**src/design/ddc_sync_consts.svh**
```systemverilog
`ifndef DDC_SYNC_CONSTS_SVH
`define DDC_SYNC_CONSTS_SVH

// ****************************************************************
// register offsets
// ****************************************************************
`define OFS_SYNC_GATE_CONTROL 13'h100
`define OFS_MIXER_EIGHTH_RATE_CONTROL 13'h101
`define OFS_FILTER_OUTPUT_MODE_CONTROL 13'h102
`define OFS_HALFBAND_FILTER_CONTROL 13'h103
`define OFS_MONITOR_PERIOD_BYTE0 13'h113
`define OFS_MONITOR_PERIOD_BYTE1 13'h114
`define OFS_MONITOR_PERIOD_BYTE2 13'h115
`define OFS_MONITOR_RESULT_A_BYTE0 13'h116
`define OFS_MONITOR_RESULT_A_BYTE1 13'h117
`define OFS_MONITOR_RESULT_A_BYTE2 13'h118
`define OFS_MONITOR_RESULT_B_BYTE0 13'h119
`define OFS_MONITOR_RESULT_B_BYTE1 13'h11a
`define OFS_MONITOR_RESULT_B_BYTE2 13'h11b
`define OFS_OSCILLATOR_CONTROL 13'h11d
`define OFS_OSCILLATOR_FREQ_BYTE0 13'h11e
`define OFS_OSCILLATOR_FREQ_BYTE1 13'h11f
`define OFS_OSCILLATOR_FREQ_BYTE2 13'h120
`define OFS_OSCILLATOR_FREQ_BYTE3 13'h121
`define OFS_OSCILLATOR_PHASE_BYTE0 13'h122
`define OFS_OSCILLATOR_PHASE_BYTE1 13'h123

// ****************************************************************
// sync gate control fields
// ****************************************************************
`define SYNC_MASTER_BIT 0
`define SYNC_DIVIDER_EN_BIT 1
`define SYNC_DIVIDER_ONCE_BIT 2
`define SYNC_OSC_EN_BIT 3
`define SYNC_OSC_ONCE_BIT 4
`define SYNC_HB_EN_BIT 5
`define SYNC_HB_ONCE_BIT 6
`define SYNC_MONITOR_EN_BIT 7

// ****************************************************************
// mixer, filter and oscillator fields
// ****************************************************************
`define MIX_SYNC_EN_BIT 0
`define MIX_SYNC_ONCE_BIT 1
`define MIX_START_LSB 4
`define MIX_START_MSB 5
`define MIX_WRITE_MASK 8'h33
`define FIR_ENABLE_BIT 0
`define FIR_COMPLEX_BIT 1
`define FIR_MIX_DISABLE_BIT 2
`define FIR_GAIN_ONE_BIT 3
`define FIR_WRITE_MASK 8'h0f
`define HB_HIGHPASS_BIT 1
`define HB_REVERSE_BIT 2
`define HB_ALT_PHASE_BIT 3
`define HB_WRITE_MASK 8'h0e
`define HB_READ_ONE_MASK 8'h01
`define OSC_ENABLE_BIT 0
`define OSC_AMP_DITHER_BIT 1
`define OSC_PHASE_DITHER_BIT 2
`define OSC_WRITE_MASK 8'h07

// ****************************************************************
// reset values and limits
// ****************************************************************
`define RST_SYNC_GATE_CONTROL 8'h00
`define RST_MIXER_CONTROL 8'h00
`define RST_FILTER_OUTPUT_MODE 8'h00
`define RST_HALFBAND_CONTROL 8'h00
`define RST_MONITOR_PERIOD 24'h000080
`define RST_OSCILLATOR_CONTROL 8'h00
`define RST_OSCILLATOR_FREQ 32'h00000000
`define RST_OSCILLATOR_PHASE 16'h0000
`define MONITOR_PERIOD_MIN 24'h000080

`endif

```
**src/design/ddc_sync_pkg.sv**
```systemverilog
package ddc_sync_pkg;
  typedef logic [12:0] reg_addr_t;
  typedef logic [7:0] reg_byte_t;
  typedef logic [19:0] monitor_result_t;
  typedef logic [23:0] monitor_period_t;
endpackage : ddc_sync_pkg

```
**src/design/sync_edge_detect.sv**
```systemverilog
`timescale 1ns/100ps
`default_nettype none

module sync_edge_detect (
  input wire logic mclk,
  input wire logic reset,
  input wire logic pin_in,
  output logic rise_pulse
);
  logic meta;
  logic stable;
  logic stable_d;

  // ****************************************************************
  // two-stage synchroniser, then edge compare on settled copies only
  // ****************************************************************
  always_ff @(posedge mclk or posedge reset) begin
    if (reset) begin
      meta <= 1'b0;
      stable <= 1'b0;
      stable_d <= 1'b0;
    end else begin
      meta <= pin_in;
      stable <= meta;
      stable_d <= stable;
    end
  end

  // one strobe per rising edge, however long the pin stays high
  assign rise_pulse = stable & ~stable_d;
endmodule : sync_edge_detect

`default_nettype wire

```
**src/design/ddc_sync_and_control_regs.sv**
```systemverilog
`timescale 1ns/100ps
`default_nettype none
`include "ddc_sync_consts.svh"

module ddc_sync_and_control_regs
  import ddc_sync_pkg::*;
(
  input wire logic mclk,
  input wire logic reset,
  input wire logic sync_pin,
  input wire reg_addr_t reg_addr,
  input wire reg_byte_t reg_wdata,
  input wire logic reg_write,
  input wire logic reg_read,
  output reg_byte_t reg_rdata,
  output logic reg_rvalid,
  input wire monitor_result_t monitor_result_a,
  input wire monitor_result_t monitor_result_b,
  output logic monitor_sync,
  output monitor_period_t monitor_period,
  output logic halfband_sync,
  output logic halfband_alt_phase,
  output logic halfband_highpass,
  output logic halfband_spectral_reverse,
  output logic oscillator_sync,
  output logic oscillator_enable,
  output logic oscillator_amp_dither,
  output logic oscillator_phase_dither,
  output logic [31:0] oscillator_freq,
  output logic [15:0] oscillator_phase,
  output logic divider_sync,
  output logic mixer_sync,
  output logic [1:0] mixer_start_phase,
  output logic mixer_disable,
  output logic complex_mode,
  output logic fir_enable,
  output logic fir_gain_double
);

  // ****************************************************************
  // helpers
  // ****************************************************************
  function automatic reg_byte_t byte_of(input logic [31:0] value, input logic [1:0] idx);
    return value[8 * idx +: 8];
  endfunction : byte_of

  function automatic monitor_period_t clamp_period(input monitor_period_t raw);
    return (raw < `MONITOR_PERIOD_MIN) ? `MONITOR_PERIOD_MIN : raw;
  endfunction : clamp_period

  function automatic logic write_hit(input reg_addr_t a, input logic wr, input reg_addr_t ofs);
    return wr && (a == ofs);
  endfunction : write_hit

  // ****************************************************************
  // registers and internal signals
  // ****************************************************************
  reg_byte_t sync_gate_control, mixer_eighth_rate_control, filter_output_mode_control;
  reg_byte_t halfband_filter_control, oscillator_control, next_rdata;
  monitor_period_t monitor_period_raw;
  logic [31:0] oscillator_freq_word;
  logic [15:0] oscillator_phase_word;
  monitor_result_t snap_a, snap_b;
  logic sync_rise, gated_sync;
  logic wr_sync, wr_mix, wr_fir, wr_hb, wr_osc;

  assign wr_sync = write_hit(reg_addr, reg_write, `OFS_SYNC_GATE_CONTROL);
  assign wr_mix = write_hit(reg_addr, reg_write, `OFS_MIXER_EIGHTH_RATE_CONTROL);
  assign wr_fir = write_hit(reg_addr, reg_write, `OFS_FILTER_OUTPUT_MODE_CONTROL);
  assign wr_hb = write_hit(reg_addr, reg_write, `OFS_HALFBAND_FILTER_CONTROL);
  assign wr_osc = write_hit(reg_addr, reg_write, `OFS_OSCILLATOR_CONTROL);

  // ****************************************************************
  // sync pin capture
  // ****************************************************************
  sync_edge_detect u_sync_edge (
    .mclk(mclk),
    .reset(reset),
    .pin_in(sync_pin),
    .rise_pulse(sync_rise)
  );

  // the master bit gates every target, so one gate serves them all
  assign gated_sync = sync_rise & sync_gate_control[`SYNC_MASTER_BIT];

  // ****************************************************************
  // sync gate control: one-shot enables clear themselves
  // ****************************************************************
  // a write beats a same-cycle one-shot clear, so a re-arm is never lost
  always_ff @(posedge mclk or posedge reset) begin
    if (reset) begin
      sync_gate_control <= `RST_SYNC_GATE_CONTROL;
    end else if (wr_sync) begin
      sync_gate_control <= reg_wdata;
    end else begin
      if (gated_sync && sync_gate_control[`SYNC_HB_EN_BIT]
          && sync_gate_control[`SYNC_HB_ONCE_BIT]) begin
        sync_gate_control[`SYNC_HB_EN_BIT] <= 1'b0;
      end
      if (gated_sync && sync_gate_control[`SYNC_OSC_EN_BIT]
          && sync_gate_control[`SYNC_OSC_ONCE_BIT]) begin
        sync_gate_control[`SYNC_OSC_EN_BIT] <= 1'b0;
      end
      if (gated_sync && sync_gate_control[`SYNC_DIVIDER_EN_BIT]
          && sync_gate_control[`SYNC_DIVIDER_ONCE_BIT]) begin
        sync_gate_control[`SYNC_DIVIDER_EN_BIT] <= 1'b0;
      end
    end
  end

  // ****************************************************************
  // mixer control
  // ****************************************************************
  always_ff @(posedge mclk or posedge reset) begin
    if (reset) begin
      mixer_eighth_rate_control <= `RST_MIXER_CONTROL;
    end else if (wr_mix) begin
      mixer_eighth_rate_control <= reg_wdata & `MIX_WRITE_MASK;
    end else if (gated_sync && mixer_eighth_rate_control[`MIX_SYNC_EN_BIT]
                 && mixer_eighth_rate_control[`MIX_SYNC_ONCE_BIT]) begin
      // clearing the master bit here would silence every other target
      mixer_eighth_rate_control[`MIX_SYNC_EN_BIT] <= 1'b0;
    end
  end

  // ****************************************************************
  // filter and half-band control
  // ****************************************************************
  always_ff @(posedge mclk or posedge reset) begin
    if (reset) begin
      filter_output_mode_control <= `RST_FILTER_OUTPUT_MODE;
    end else if (wr_fir) begin
      filter_output_mode_control <= reg_wdata & `FIR_WRITE_MASK;
    end
  end

  always_ff @(posedge mclk or posedge reset) begin
    if (reset) begin
      halfband_filter_control <= `RST_HALFBAND_CONTROL;
    end else if (wr_hb) begin
      halfband_filter_control <= reg_wdata & `HB_WRITE_MASK;
    end
  end

  // ****************************************************************
  // monitor period
  // ****************************************************************
  always_ff @(posedge mclk or posedge reset) begin
    if (reset) begin
      monitor_period_raw <= `RST_MONITOR_PERIOD;
    end else if (write_hit(reg_addr, reg_write, `OFS_MONITOR_PERIOD_BYTE0)) begin
      monitor_period_raw[7:0] <= reg_wdata;
    end else if (write_hit(reg_addr, reg_write, `OFS_MONITOR_PERIOD_BYTE1)) begin
      monitor_period_raw[15:8] <= reg_wdata;
    end else if (write_hit(reg_addr, reg_write, `OFS_MONITOR_PERIOD_BYTE2)) begin
      monitor_period_raw[23:16] <= reg_wdata;
    end
  end

  // ****************************************************************
  // oscillator words
  // ****************************************************************
  always_ff @(posedge mclk or posedge reset) begin
    if (reset) begin
      oscillator_control <= `RST_OSCILLATOR_CONTROL;
    end else if (wr_osc) begin
      oscillator_control <= reg_wdata & `OSC_WRITE_MASK;
    end
  end

  always_ff @(posedge mclk or posedge reset) begin
    if (reset) begin
      oscillator_freq_word <= `RST_OSCILLATOR_FREQ;
    end else if (write_hit(reg_addr, reg_write, `OFS_OSCILLATOR_FREQ_BYTE0)) begin
      oscillator_freq_word[7:0] <= reg_wdata;
    end else if (write_hit(reg_addr, reg_write, `OFS_OSCILLATOR_FREQ_BYTE1)) begin
      oscillator_freq_word[15:8] <= reg_wdata;
    end else if (write_hit(reg_addr, reg_write, `OFS_OSCILLATOR_FREQ_BYTE2)) begin
      oscillator_freq_word[23:16] <= reg_wdata;
    end else if (write_hit(reg_addr, reg_write, `OFS_OSCILLATOR_FREQ_BYTE3)) begin
      oscillator_freq_word[31:24] <= reg_wdata;
    end
  end

  always_ff @(posedge mclk or posedge reset) begin
    if (reset) begin
      oscillator_phase_word <= `RST_OSCILLATOR_PHASE;
    end else if (write_hit(reg_addr, reg_write, `OFS_OSCILLATOR_PHASE_BYTE0)) begin
      oscillator_phase_word[7:0] <= reg_wdata;
    end else if (write_hit(reg_addr, reg_write, `OFS_OSCILLATOR_PHASE_BYTE1)) begin
      oscillator_phase_word[15:8] <= reg_wdata;
    end
  end

  // ****************************************************************
  // monitor result snapshots
  // ****************************************************************
  // a low-byte read freezes the upper bytes for a consistent word
  always_ff @(posedge mclk or posedge reset) begin
    if (reset) begin
      snap_a <= 20'h00000;
      snap_b <= 20'h00000;
    end else begin
      if (reg_read && reg_addr == `OFS_MONITOR_RESULT_A_BYTE0) begin
        snap_a <= monitor_result_a;
      end
      if (reg_read && reg_addr == `OFS_MONITOR_RESULT_B_BYTE0) begin
        snap_b <= monitor_result_b;
      end
    end
  end

  // ****************************************************************
  // read decode
  // ****************************************************************
  always_comb begin
    next_rdata = 8'h00;
    if (reg_addr == `OFS_SYNC_GATE_CONTROL) begin
      next_rdata = sync_gate_control;
    end else if (reg_addr == `OFS_MIXER_EIGHTH_RATE_CONTROL) begin
      next_rdata = mixer_eighth_rate_control;
    end else if (reg_addr == `OFS_FILTER_OUTPUT_MODE_CONTROL) begin
      next_rdata = filter_output_mode_control;
    end else if (reg_addr == `OFS_HALFBAND_FILTER_CONTROL) begin
      next_rdata = halfband_filter_control | `HB_READ_ONE_MASK;
    end else if (reg_addr == `OFS_MONITOR_PERIOD_BYTE0) begin
      next_rdata = monitor_period_raw[7:0];
    end else if (reg_addr == `OFS_MONITOR_PERIOD_BYTE1) begin
      next_rdata = monitor_period_raw[15:8];
    end else if (reg_addr == `OFS_MONITOR_PERIOD_BYTE2) begin
      next_rdata = monitor_period_raw[23:16];
    end else if (reg_addr == `OFS_MONITOR_RESULT_A_BYTE0) begin
      next_rdata = monitor_result_a[7:0];
    end else if (reg_addr == `OFS_MONITOR_RESULT_A_BYTE1) begin
      next_rdata = byte_of({12'h000, snap_a}, 2'd1);
    end else if (reg_addr == `OFS_MONITOR_RESULT_A_BYTE2) begin
      next_rdata = byte_of({12'h000, snap_a}, 2'd2);
    end else if (reg_addr == `OFS_MONITOR_RESULT_B_BYTE0) begin
      next_rdata = monitor_result_b[7:0];
    end else if (reg_addr == `OFS_MONITOR_RESULT_B_BYTE1) begin
      next_rdata = byte_of({12'h000, snap_b}, 2'd1);
    end else if (reg_addr == `OFS_MONITOR_RESULT_B_BYTE2) begin
      next_rdata = byte_of({12'h000, snap_b}, 2'd2);
    end else if (reg_addr == `OFS_OSCILLATOR_CONTROL) begin
      next_rdata = oscillator_control;
    end else if (reg_addr == `OFS_OSCILLATOR_FREQ_BYTE0) begin
      next_rdata = byte_of(oscillator_freq_word, 2'd0);
    end else if (reg_addr == `OFS_OSCILLATOR_FREQ_BYTE1) begin
      next_rdata = byte_of(oscillator_freq_word, 2'd1);
    end else if (reg_addr == `OFS_OSCILLATOR_FREQ_BYTE2) begin
      next_rdata = byte_of(oscillator_freq_word, 2'd2);
    end else if (reg_addr == `OFS_OSCILLATOR_FREQ_BYTE3) begin
      next_rdata = byte_of(oscillator_freq_word, 2'd3);
    end else if (reg_addr == `OFS_OSCILLATOR_PHASE_BYTE0) begin
      next_rdata = oscillator_phase_word[7:0];
    end else if (reg_addr == `OFS_OSCILLATOR_PHASE_BYTE1) begin
      next_rdata = oscillator_phase_word[15:8];
    end
  end

  always_ff @(posedge mclk or posedge reset) begin
    if (reset) begin
      reg_rdata <= 8'h00;
      reg_rvalid <= 1'b0;
    end else begin
      reg_rvalid <= reg_read;
      if (reg_read) begin
        reg_rdata <= next_rdata;
      end
    end
  end

  // ****************************************************************
  // target sync strobes
  // ****************************************************************
  always_ff @(posedge mclk or posedge reset) begin
    if (reset) begin
      monitor_sync <= 1'b0;
      halfband_sync <= 1'b0;
      oscillator_sync <= 1'b0;
      divider_sync <= 1'b0;
      mixer_sync <= 1'b0;
    end else begin
      monitor_sync <= gated_sync & sync_gate_control[`SYNC_MONITOR_EN_BIT];
      halfband_sync <= gated_sync & sync_gate_control[`SYNC_HB_EN_BIT];
      oscillator_sync <= gated_sync & sync_gate_control[`SYNC_OSC_EN_BIT];
      divider_sync <= gated_sync & sync_gate_control[`SYNC_DIVIDER_EN_BIT];
      mixer_sync <= gated_sync & mixer_eighth_rate_control[`MIX_SYNC_EN_BIT];
    end
  end

  // ****************************************************************
  // configuration outputs
  // ****************************************************************
  always_ff @(posedge mclk or posedge reset) begin
    if (reset) begin
      halfband_alt_phase <= 1'b0;
      halfband_highpass <= 1'b0;
      halfband_spectral_reverse <= 1'b0;
      mixer_start_phase <= 2'b00;
      mixer_disable <= 1'b0;
      complex_mode <= 1'b0;
      fir_enable <= 1'b0;
      fir_gain_double <= 1'b0;
      monitor_period <= `RST_MONITOR_PERIOD;
    end else begin
      halfband_alt_phase <= halfband_filter_control[`HB_ALT_PHASE_BIT];
      halfband_highpass <= halfband_filter_control[`HB_HIGHPASS_BIT];
      halfband_spectral_reverse <= halfband_filter_control[`HB_REVERSE_BIT];
      mixer_start_phase <=
        mixer_eighth_rate_control[`MIX_START_MSB:`MIX_START_LSB];
      mixer_disable <= filter_output_mode_control[`FIR_MIX_DISABLE_BIT];
      complex_mode <= filter_output_mode_control[`FIR_COMPLEX_BIT];
      fir_enable <= filter_output_mode_control[`FIR_ENABLE_BIT];
      // gain only matters while the fir path is in use
      fir_gain_double <= filter_output_mode_control[`FIR_ENABLE_BIT]
                         & ~filter_output_mode_control[`FIR_GAIN_ONE_BIT];
      monitor_period <= clamp_period(monitor_period_raw);
    end
  end

  always_ff @(posedge mclk or posedge reset) begin
    if (reset) begin
      oscillator_enable <= 1'b0;
      oscillator_amp_dither <= 1'b0;
      oscillator_phase_dither <= 1'b0;
      oscillator_freq <= `RST_OSCILLATOR_FREQ;
      oscillator_phase <= `RST_OSCILLATOR_PHASE;
    end else begin
      oscillator_enable <= oscillator_control[`OSC_ENABLE_BIT];
      oscillator_amp_dither <= oscillator_control[`OSC_AMP_DITHER_BIT];
      oscillator_phase_dither <= oscillator_control[`OSC_PHASE_DITHER_BIT];
      oscillator_freq <= oscillator_freq_word;
      oscillator_phase <= oscillator_phase_word;
    end
  end

endmodule : ddc_sync_and_control_regs

`default_nettype wire

```
**config.mk**
```make
export PLATFORM = sky130hd
export DESIGN_NAME = ddc_sync_and_control_regs
export DESIGN_NICKNAME = d
export VERILOG_FILES = /design/src/design/ddc_sync_pkg.sv /design/src/design/sync_edge_detect.sv /design/src/design/ddc_sync_and_control_regs.sv
export VERILOG_INCLUDE_DIRS = /design/src /design/src/design
export SDC_FILE = /design/constraint.sdc
export NUM_CORES = 1
export LEC_CHECK = 0
export CORE_UTILIZATION = 55
export CTS_BUF_LIST = sky130_fd_sc_hd__clkbuf_2 sky130_fd_sc_hd__clkbuf_4 sky130_fd_sc_hd__clkbuf_8
export CTS_CLUSTER_SIZE = 28
export DETAILED_ROUTE_END_ITERATION = 8
export DONT_BUFFER_PORTS = 1
export PLACE_DENSITY_LB_ADDON = 0.08
export SLEW_MARGIN = 20
export SYNTH_ARGS = -nofsm -noshare
export SYNTH_HDL_FRONTEND = slang
export SYNTH_HIERARCHICAL = 1
export SYNTH_SLANG_ARGS = --single-unit
```
**constraint.sdc**
```tcl
create_clock -name mclk -period 12.4 [get_ports mclk]
set_input_delay 1.24 -clock mclk [delete_from_list [all_inputs] [get_ports mclk]]
set_output_delay 1.24 -clock mclk [all_outputs]
set_load 0.02 [all_outputs]
```
==> results of run 1 <==
[how the worst max path moves through the flow]
stage | from | end | depth (start not counted)
after floorplan | reset | complex_mode$_DFF_PP0_ | 1
after global placement | reg_addr[9] | oscillator_phase_word[1]$_DFFE_PP0P_ | 5
after detailed placement | reg_addr[9] | snap_b[9]$_DFFE_PP0P_ | 4
after CTS | reg_addr[9] | snap_b[9]$_DFFE_PP0P_ | 4
after global routing | reg_addr[9] | snap_b[9]$_DFFE_PP0P_ | 4
final | reg_addr[9] | oscillator_phase_word[1]$_DFFE_PP0P_ | 5
[cell usage after synthesis (3+ instances only)]
master,count
dfrtp_1,217
mux2_2,95
nand2_1,44
clkbuf_1,43
o21ai_0,35
nor2_1,29
nand3_1,21
a21oi_1,19
nor2b_1,15
nand4_1,14
inv_1,12
buf_2,10
mux2_4,10
a31oi_1,9
and3_1,8
mux2i_1,8
mux4_2,8
buf_1,7
a32oi_1,6
nor2_2,6
nor4_1,6
o31ai_1,6
a22o_1,5
and2_1,5
o211ai_1,5
a21o_1,4
nand2b_1,4
nor3_1,4
o2111ai_1,4
o221ai_1,4
a2111oi_0,3
nor4b_1,3
or2_2,3
[power groups by stage]
stage | sequential (mW) | combinational (mW) | clock, mW
CTS | 0.724 | 0.0433 | 0.648
detailed placement | 0.736 | 0.0432 | 0
global placement | 0.736 | 0.0425 | 0
global route | 0.723 | 0.0483 | 0.685
finish | 0.724 | 0.0429 | 0.638
floorplan | 0.736 | 0.0402 | 0
[cell type report]
type / count / area [um^2] / share of cell area [%]
sequential: 219 / 5480 / 55.6
multi-input combinational: 425 / 3300 / 33.5
clock buffer: 50 / 626 / 6.35
tap: 216 / 270 / 2.74
clock inverter: 9 / 101 / 1.03
inverter: 12 / 52.6 / 0.533
timing repair buffer: 3 / 26.3 / 0.266
[metal layers]
layer | routed length [um] | up-vias | global-route usage (%)
met3 | 2210 | 48 | 8.39
li1 | - | 2537 | -
met1 | 10000 | 3017 | 40.7
met2 | 11400 | 298 | 45.4
met5 | 15 | - | 0
met4 | 803 | 2 | 12.1
[cell families after synthesis]
kind of cell	Yosys count	share of synthesized area [%]
AO/OA/AOI/OAI	126	9.37
AND/OR/NAND/NOR	178	10.6
multiplexers	121	16.3
buffers and inverters	76	3.52
flip-flops	219	60.3
[metrics by stage]
step / hold WS (ns) / utilization, % / power, mW / worst slack [ns] / area (um^2)
4_1_cts: 0.367 / 61.6 / 1.42 / 9.02 / 9850
3_3_place_gp: 0.344 / 57.0 / 0.779 / 8.53 / 9120
6_report: 0.364 / 61.6 / 1.40 / 8.99 / 9860
2_1_floorplan: 0.331 / - / 0.776 / 5.26 / 9100
3_5_place_dp: 0.340 / 57.0 / 0.780 / 8.48 / 9120
5_1_grt: 0.373 / 61.6 / 1.46 / 8.88 / 9860
[state kept, by name, indices dropped and copies added (netlist names), 2 cells and up]
register,count
snap_b,12
oscillator_freq,32
snap_a,12
sync_gate_control,8
oscillator_freq_word,32
oscillator_phase,16
mixer_start_phase,2
mixer_eighth_rate_control,4
oscillator_control,3
filter_output_mode_control,4
oscillator_phase_word,16
monitor_period_raw,24
reg_rdata,8
monitor_period,24
halfband_filter_control,3
==> key figures, run 1 <==
Run status
  • Status: completed

Floorplanning
  • Core area: 16000 um^2
  • Starting density of the core: 56.9%
  • Rows: 46
  • Die Span X: 131 um
  • I/O Pins: 164
  • Die area: 17100 um^2
  • Die Y: 131 um

Worst setup path
  • Critical Path AT: 3.80 ns
  • Worst path max stage delay: 0.70 ns
  • Crit path max-delay family: simple AND/OR/NAND/NOR gates
  • Worst r2r src: oscillator_freq_word[17]$_DFFE_PP0P_
  • Max Fanout on Critical Path: 21
  • Setup Crit Path Kind: input port to register
  • R2R depth: 6
  • Cells along the critical path: or3b_2, nor2_2, nand3_1, nor2_2, mux2_2
  • Reg2reg setup slack: 10.25 ns
  • RR Endpoint: reg_rdata[1]$_DFFE_PP0P_
  • Crit. End Element: register
  • Worst Path Required: 12.80 ns
  • WP buf/inv: 0
  • Crit path launch type: input port
  • Crit-path slowest cell: nor2_2
  • Top cell by count, worst path: nor2_2

Global route
  • Gr ovfl total: 0
  • Largest net degree at the start of global routing: 134
  • GRT Overall Usage: 29.9%
  • Global-route wire length before repair: 36700 um
  • Vias in the first global route: 6094
  • Initial antenna violation count: 1

Clocking
  • CTS tree: yes
  • CTS Root Cell: clkbuf_8
  • CTS Buffer Depth: 3
  • Sink Count: 219
  • Post-CTS Setup Inserts: 0
  • Total CTS buffers: 35
  • Reg clk slew, reported paths: 0.05 ns
  • H-tree levels: 2
  • Cts hold-fix bufs: 0
  • Cts repair resizes: 0
  • Skew-Pair Late Insertion Delay: 0.53 ns

Power
  • Sequential power share: 51.5%
  • Gate power share: 3.1%
  • P_sw: 307 uW
  • VDD IR max: 0.0937 mV
  • Net Sw Frac: 21.9%
  • Clk pwr share: 45.4%
  • LEAKAGE: 4.69 nW
  • Power Density: 142 nW/um^2
  • Pint: 1.10 mW

STA
  • Fmax achieved: 294 MHz
  • Worst slew pin tran: 1.10 ns
  • Final period util: 27.5%
  • Final hold vios: 0
  • Worst slew margin: 25.5%
  • Final setup fails: 0
  • Setup Skew: 0.0216 ns
  • Final Critical Period: 3.41 ns
  • RSZ-0062 raised after global routing: false
  • Slew Limit Fails: 0
  • Post-Route Setup TNS: 0 ns

Synthesis
  • Synth Cell Area: 9100 um^2
  • Seq/Total Area, Yosys: 60.3%
  • Async SR Flop Fraction: 100%
  • Top-area cell type share of the netlist area: 59.7%
  • Flops & latches, synth: 219
  • Area contributors post-synth: dfrtp_1, mux2_2, mux4_2
  • Synth Area per Inst: 12.6 um^2
  • Main synth FF type: dfrtp_1
  • Post-Syn Nets: 786
  • EDFF count, synth: 0
  • Area leader, netlist: dfrtp_1
  • Post-Syn Instances: 720
  • Synth warn: 6
  • Yosys cell types: 64

Detailed routing
  • Via count: 5902
  • Drt initial violations: 546
  • DR WL/cell: 26.2 um
  • Vias per cell: 6.32
  • Antenna-violating nets left: 0
  • Drt first pass iters: 6
  • Residual DRC count: 0
  • Total Routed Length: 24400 um

Min path
  • Min-Delay Path Class: register to register
  • Min-Delay Endpoint: u_sync_edge/stable$_DFF_PP0_
  • Hold Path Stages: 0
  • Worst hold start: u_sync_edge/meta$_DFF_PP0_

Finish
  • Net count, final: 762
  • Layout cell share with drive strength beyond 1: 27.3%
  • Most common cell after layout, fill and taps aside: dfrtp_1
  • Non-filler instance count after layout: 934
  • Filler instances: 1307
  • Diode count: 0
  • Syn-to-layout area delta: 8.38%
  • Most frequent cells in the layout: dfrtp_1, mux2_2, nand2_1

Placement
  • Final HPWL DP: 16700 um
  • Placer Congestion: 0.966
  • Placed cell count: 875
  • Number of buffers added on ports: 0

Run
  • Max_cap viols: 0
No activity file was read; power rests on OpenSTA's default activity.
==> run 2, diff against run 1 <==
==> constraint.sdc (replaced) <==
create_clock -name mclk -period 2.9 [get_ports mclk]
set_input_delay 0.29 -clock mclk [delete_from_list [all_inputs] [get_ports mclk]]
set_output_delay 0.29 -clock mclk [all_outputs]
set_load 0.02 [all_outputs]
==> run 2 against run 1 <==
Net effect:
- hold slack worse by 0.33 ns
- wire length grew 7.2%
- largest power group unchanged
- clock power rose to 4.4 times the previous value
- highest routed layer is now met4
- global-route usage up 2.3 points
==> key figures, run 2 (synthesized netlist as in run 1, its figures left out) <==
Power
  • Pwr Total: 6.19 mW
  • Pint: 4.81 mW
  • Net Sw Frac: 22.2%
  • P_sw: 1.37 mW
  • LEAKAGE: 4.98 nW
  • VDD IR max: 0.424 mV
  • Power Density: 592 nW/um^2
  • Sequential power share: 50.0%
  • Clk pwr share: 45.6%
  • Gate power share: 4.4%

Run status
  • Status: completed

Floorplanning
  • Rows: 46
  • Core area: 16000 um^2
  • Die area: 17100 um^2
  • Starting density of the core: 56.9%
  • Die Y: 131 um
  • Die Span X: 131 um
  • I/O Pins: 164

Worst setup path
  • Setup Crit Path Kind: register to register
  • WP buf/inv: 0
  • Worst Path Required: 3.28 ns
  • Max Fanout on Critical Path: 3
  • Crit. End Element: register
  • Crit-path slowest cell: mux4_2
  • Crit path max-delay family: compound AO/OA/AOI/OAI gates
  • Cells along the critical path: mux4_2, and3_1, a221oi_1, nor3_1, a2111oi_0, o21ai_0
  • Worst path max stage delay: 0.48 ns
  • Critical Path AT: 2.58 ns
  • Crit path launch type: register
  • Reg2reg setup slack: 0.69 ns

Placement
  • Final HPWL DP: 17800 um
  • Post-DP Area: 9310 um^2
  • Placer Congestion: 0.894
  • Number of buffers added on ports: 0
  • DP Worst Slack: 0.452 ns

Finish
  • Net count, final: 821
  • Most frequent cells in the layout: dfrtp_1, mux2_2, clkbuf_8
  • Biggest regs: oscillator_freq: 32 flops, oscillator_freq_word: 32 flops
  • Seq. cell area: 5480 um^2
  • Syn-to-layout area delta: 14.8%
  • Filler instances: 1230
  • Multi-input gate area in the final layout: 3290 um^2
  • Most common cell after layout, fill and taps aside: dfrtp_1
  • Diode count: 0
  • Final core utilization: 65.3%
  • Layout cell share with drive strength beyond 1: 28.1%
  • Post-Layout Inst Area: 10400 um^2

STA
  • Worst slew margin: 43.0%
  • Final period util: 76.1%
  • WHS: 0.0365 ns
  • Final worst slack: 0.694 ns
  • Final setup fails: 0
  • Final hold vios: 0
  • Setup Skew: 0.0185 ns
  • Slew Limit Fails: 0
  • Final Critical Period: 2.21 ns
  • Fmax achieved: 453 MHz
  • Worst slew pin tran: 0.853 ns
  • RSZ-0062 raised after global routing: false

Detailed routing
  • Antenna-violating nets left: 0
  • Vias per cell: 6.25
  • Drt first pass iters: 5
  • Total Routed Length: 26200 um
  • Drt initial violations: 446
  • Via count: 6213
  • Residual DRC count: 0
  • DR WL/cell: 26.3 um

Clocking
  • Cts hold-fix bufs: 36
  • CTS Buffer Depth: 3
  • Post-CTS Setup Inserts: 0
  • CTS Root Cell: clkbuf_8
  • CTS tree: yes
  • Cts repair resizes: 0
  • Skew-Pair Late Insertion Delay: 0.52 ns
  • Total CTS buffers: 37
  • Reg clk slew, reported paths: 0.06 ns
  • H-tree levels: 2
  • Sink Count: 219

Global route
  • Gr ovfl total: 0
  • Initial antenna violation count: 0
  • Vias in the first global route: 6402
  • Met3 usage: 7.17%
  • Largest net degree at the start of global routing: 71
  • Global-route wire length before repair: 39600 um
  • GRT met2 Usage: 51.9%
  • GRT Overall Usage: 32.2%
  • Met1 global-route usage: 43.6%
  • Most Crowded Layer GR: met2

Min path
  • Min-Delay Path Class: input port to register

Run
  • Max_cap viols: 0
==> run 2: stage by stage <==
step | setup TNS [ns] | instances
after floorplan | -42.91 | 720
after global placement | 0 | 896
after detailed placement | 0 | 896
after CTS | 0 | 994
after global routing | 0 | 994
final | 0 | 994
==> run 2: path summary, 6_finish.rpt <==
| kind | from | to | cells past startpoint |
|---|---|---|---|
| max in group asynchronous | reset | monitor_period_raw[7]$_DFFE_PP1P_ | 3 |
| worst max register to register | oscillator_freq_word[17]$_DFFE_PP0P_ | reg_rdata[1]$_DFFE_PP0P_ | 6 |
| worst min register to register | u_sync_edge/meta$_DFF_PP0_ | u_sync_edge/stable$_DFF_PP0_ | 0 |
| min in group asynchronous | reset | u_sync_edge/stable$_DFF_PP0_ | 2 |
| worst min-delay path | reg_read | reg_rdata[1]$_DFFE_PP0P_ | 3 |
| worst max-delay path | oscillator_freq_word[17]$_DFFE_PP0P_ | reg_rdata[1]$_DFFE_PP0P_ | 6 |
==> run 2: power groups by stage <==
stage	registers, mW	clock network, mW	logic [mW]
after floorplan	3.15	0	0.172
after global placement	3.15	0	0.201
after detailed placement	3.15	0	0.204
after CTS	3.09	2.87	0.271
after global routing	3.09	3.01	0.296
final	3.10	2.82	0.270
==> run 2: layout make-up <==
class	instances	share of cell area, %
Multi-Input combinational cell	425	31.5
Clock buffer	55	6.77
Sequential cell	219	52.5
Tap cell	216	2.59
Clock inverter	7	0.635
Inverter	12	0.467
Timing Repair Buffer	60	5.53
==> run 2: routing by layer <==
| layer | part of all wire, % | routed length [um] | up-vias |
|---|---|---|---|
| met4 | 2.4 | 635 | 0 |
| met3 | 6.6 | 1730 | 48 |
| met5 | 0 | 0 | - |
| met1 | 42 | 11000 | 3221 |
| met2 | 49 | 12800 | 268 |
| li1 | - | - | 2676 |
==> run 2: worst min-delay path: stages <==
cell,delay [ns]
nor2b_1,0.10
a31oi_1,0.05
o21ai_0,0.06
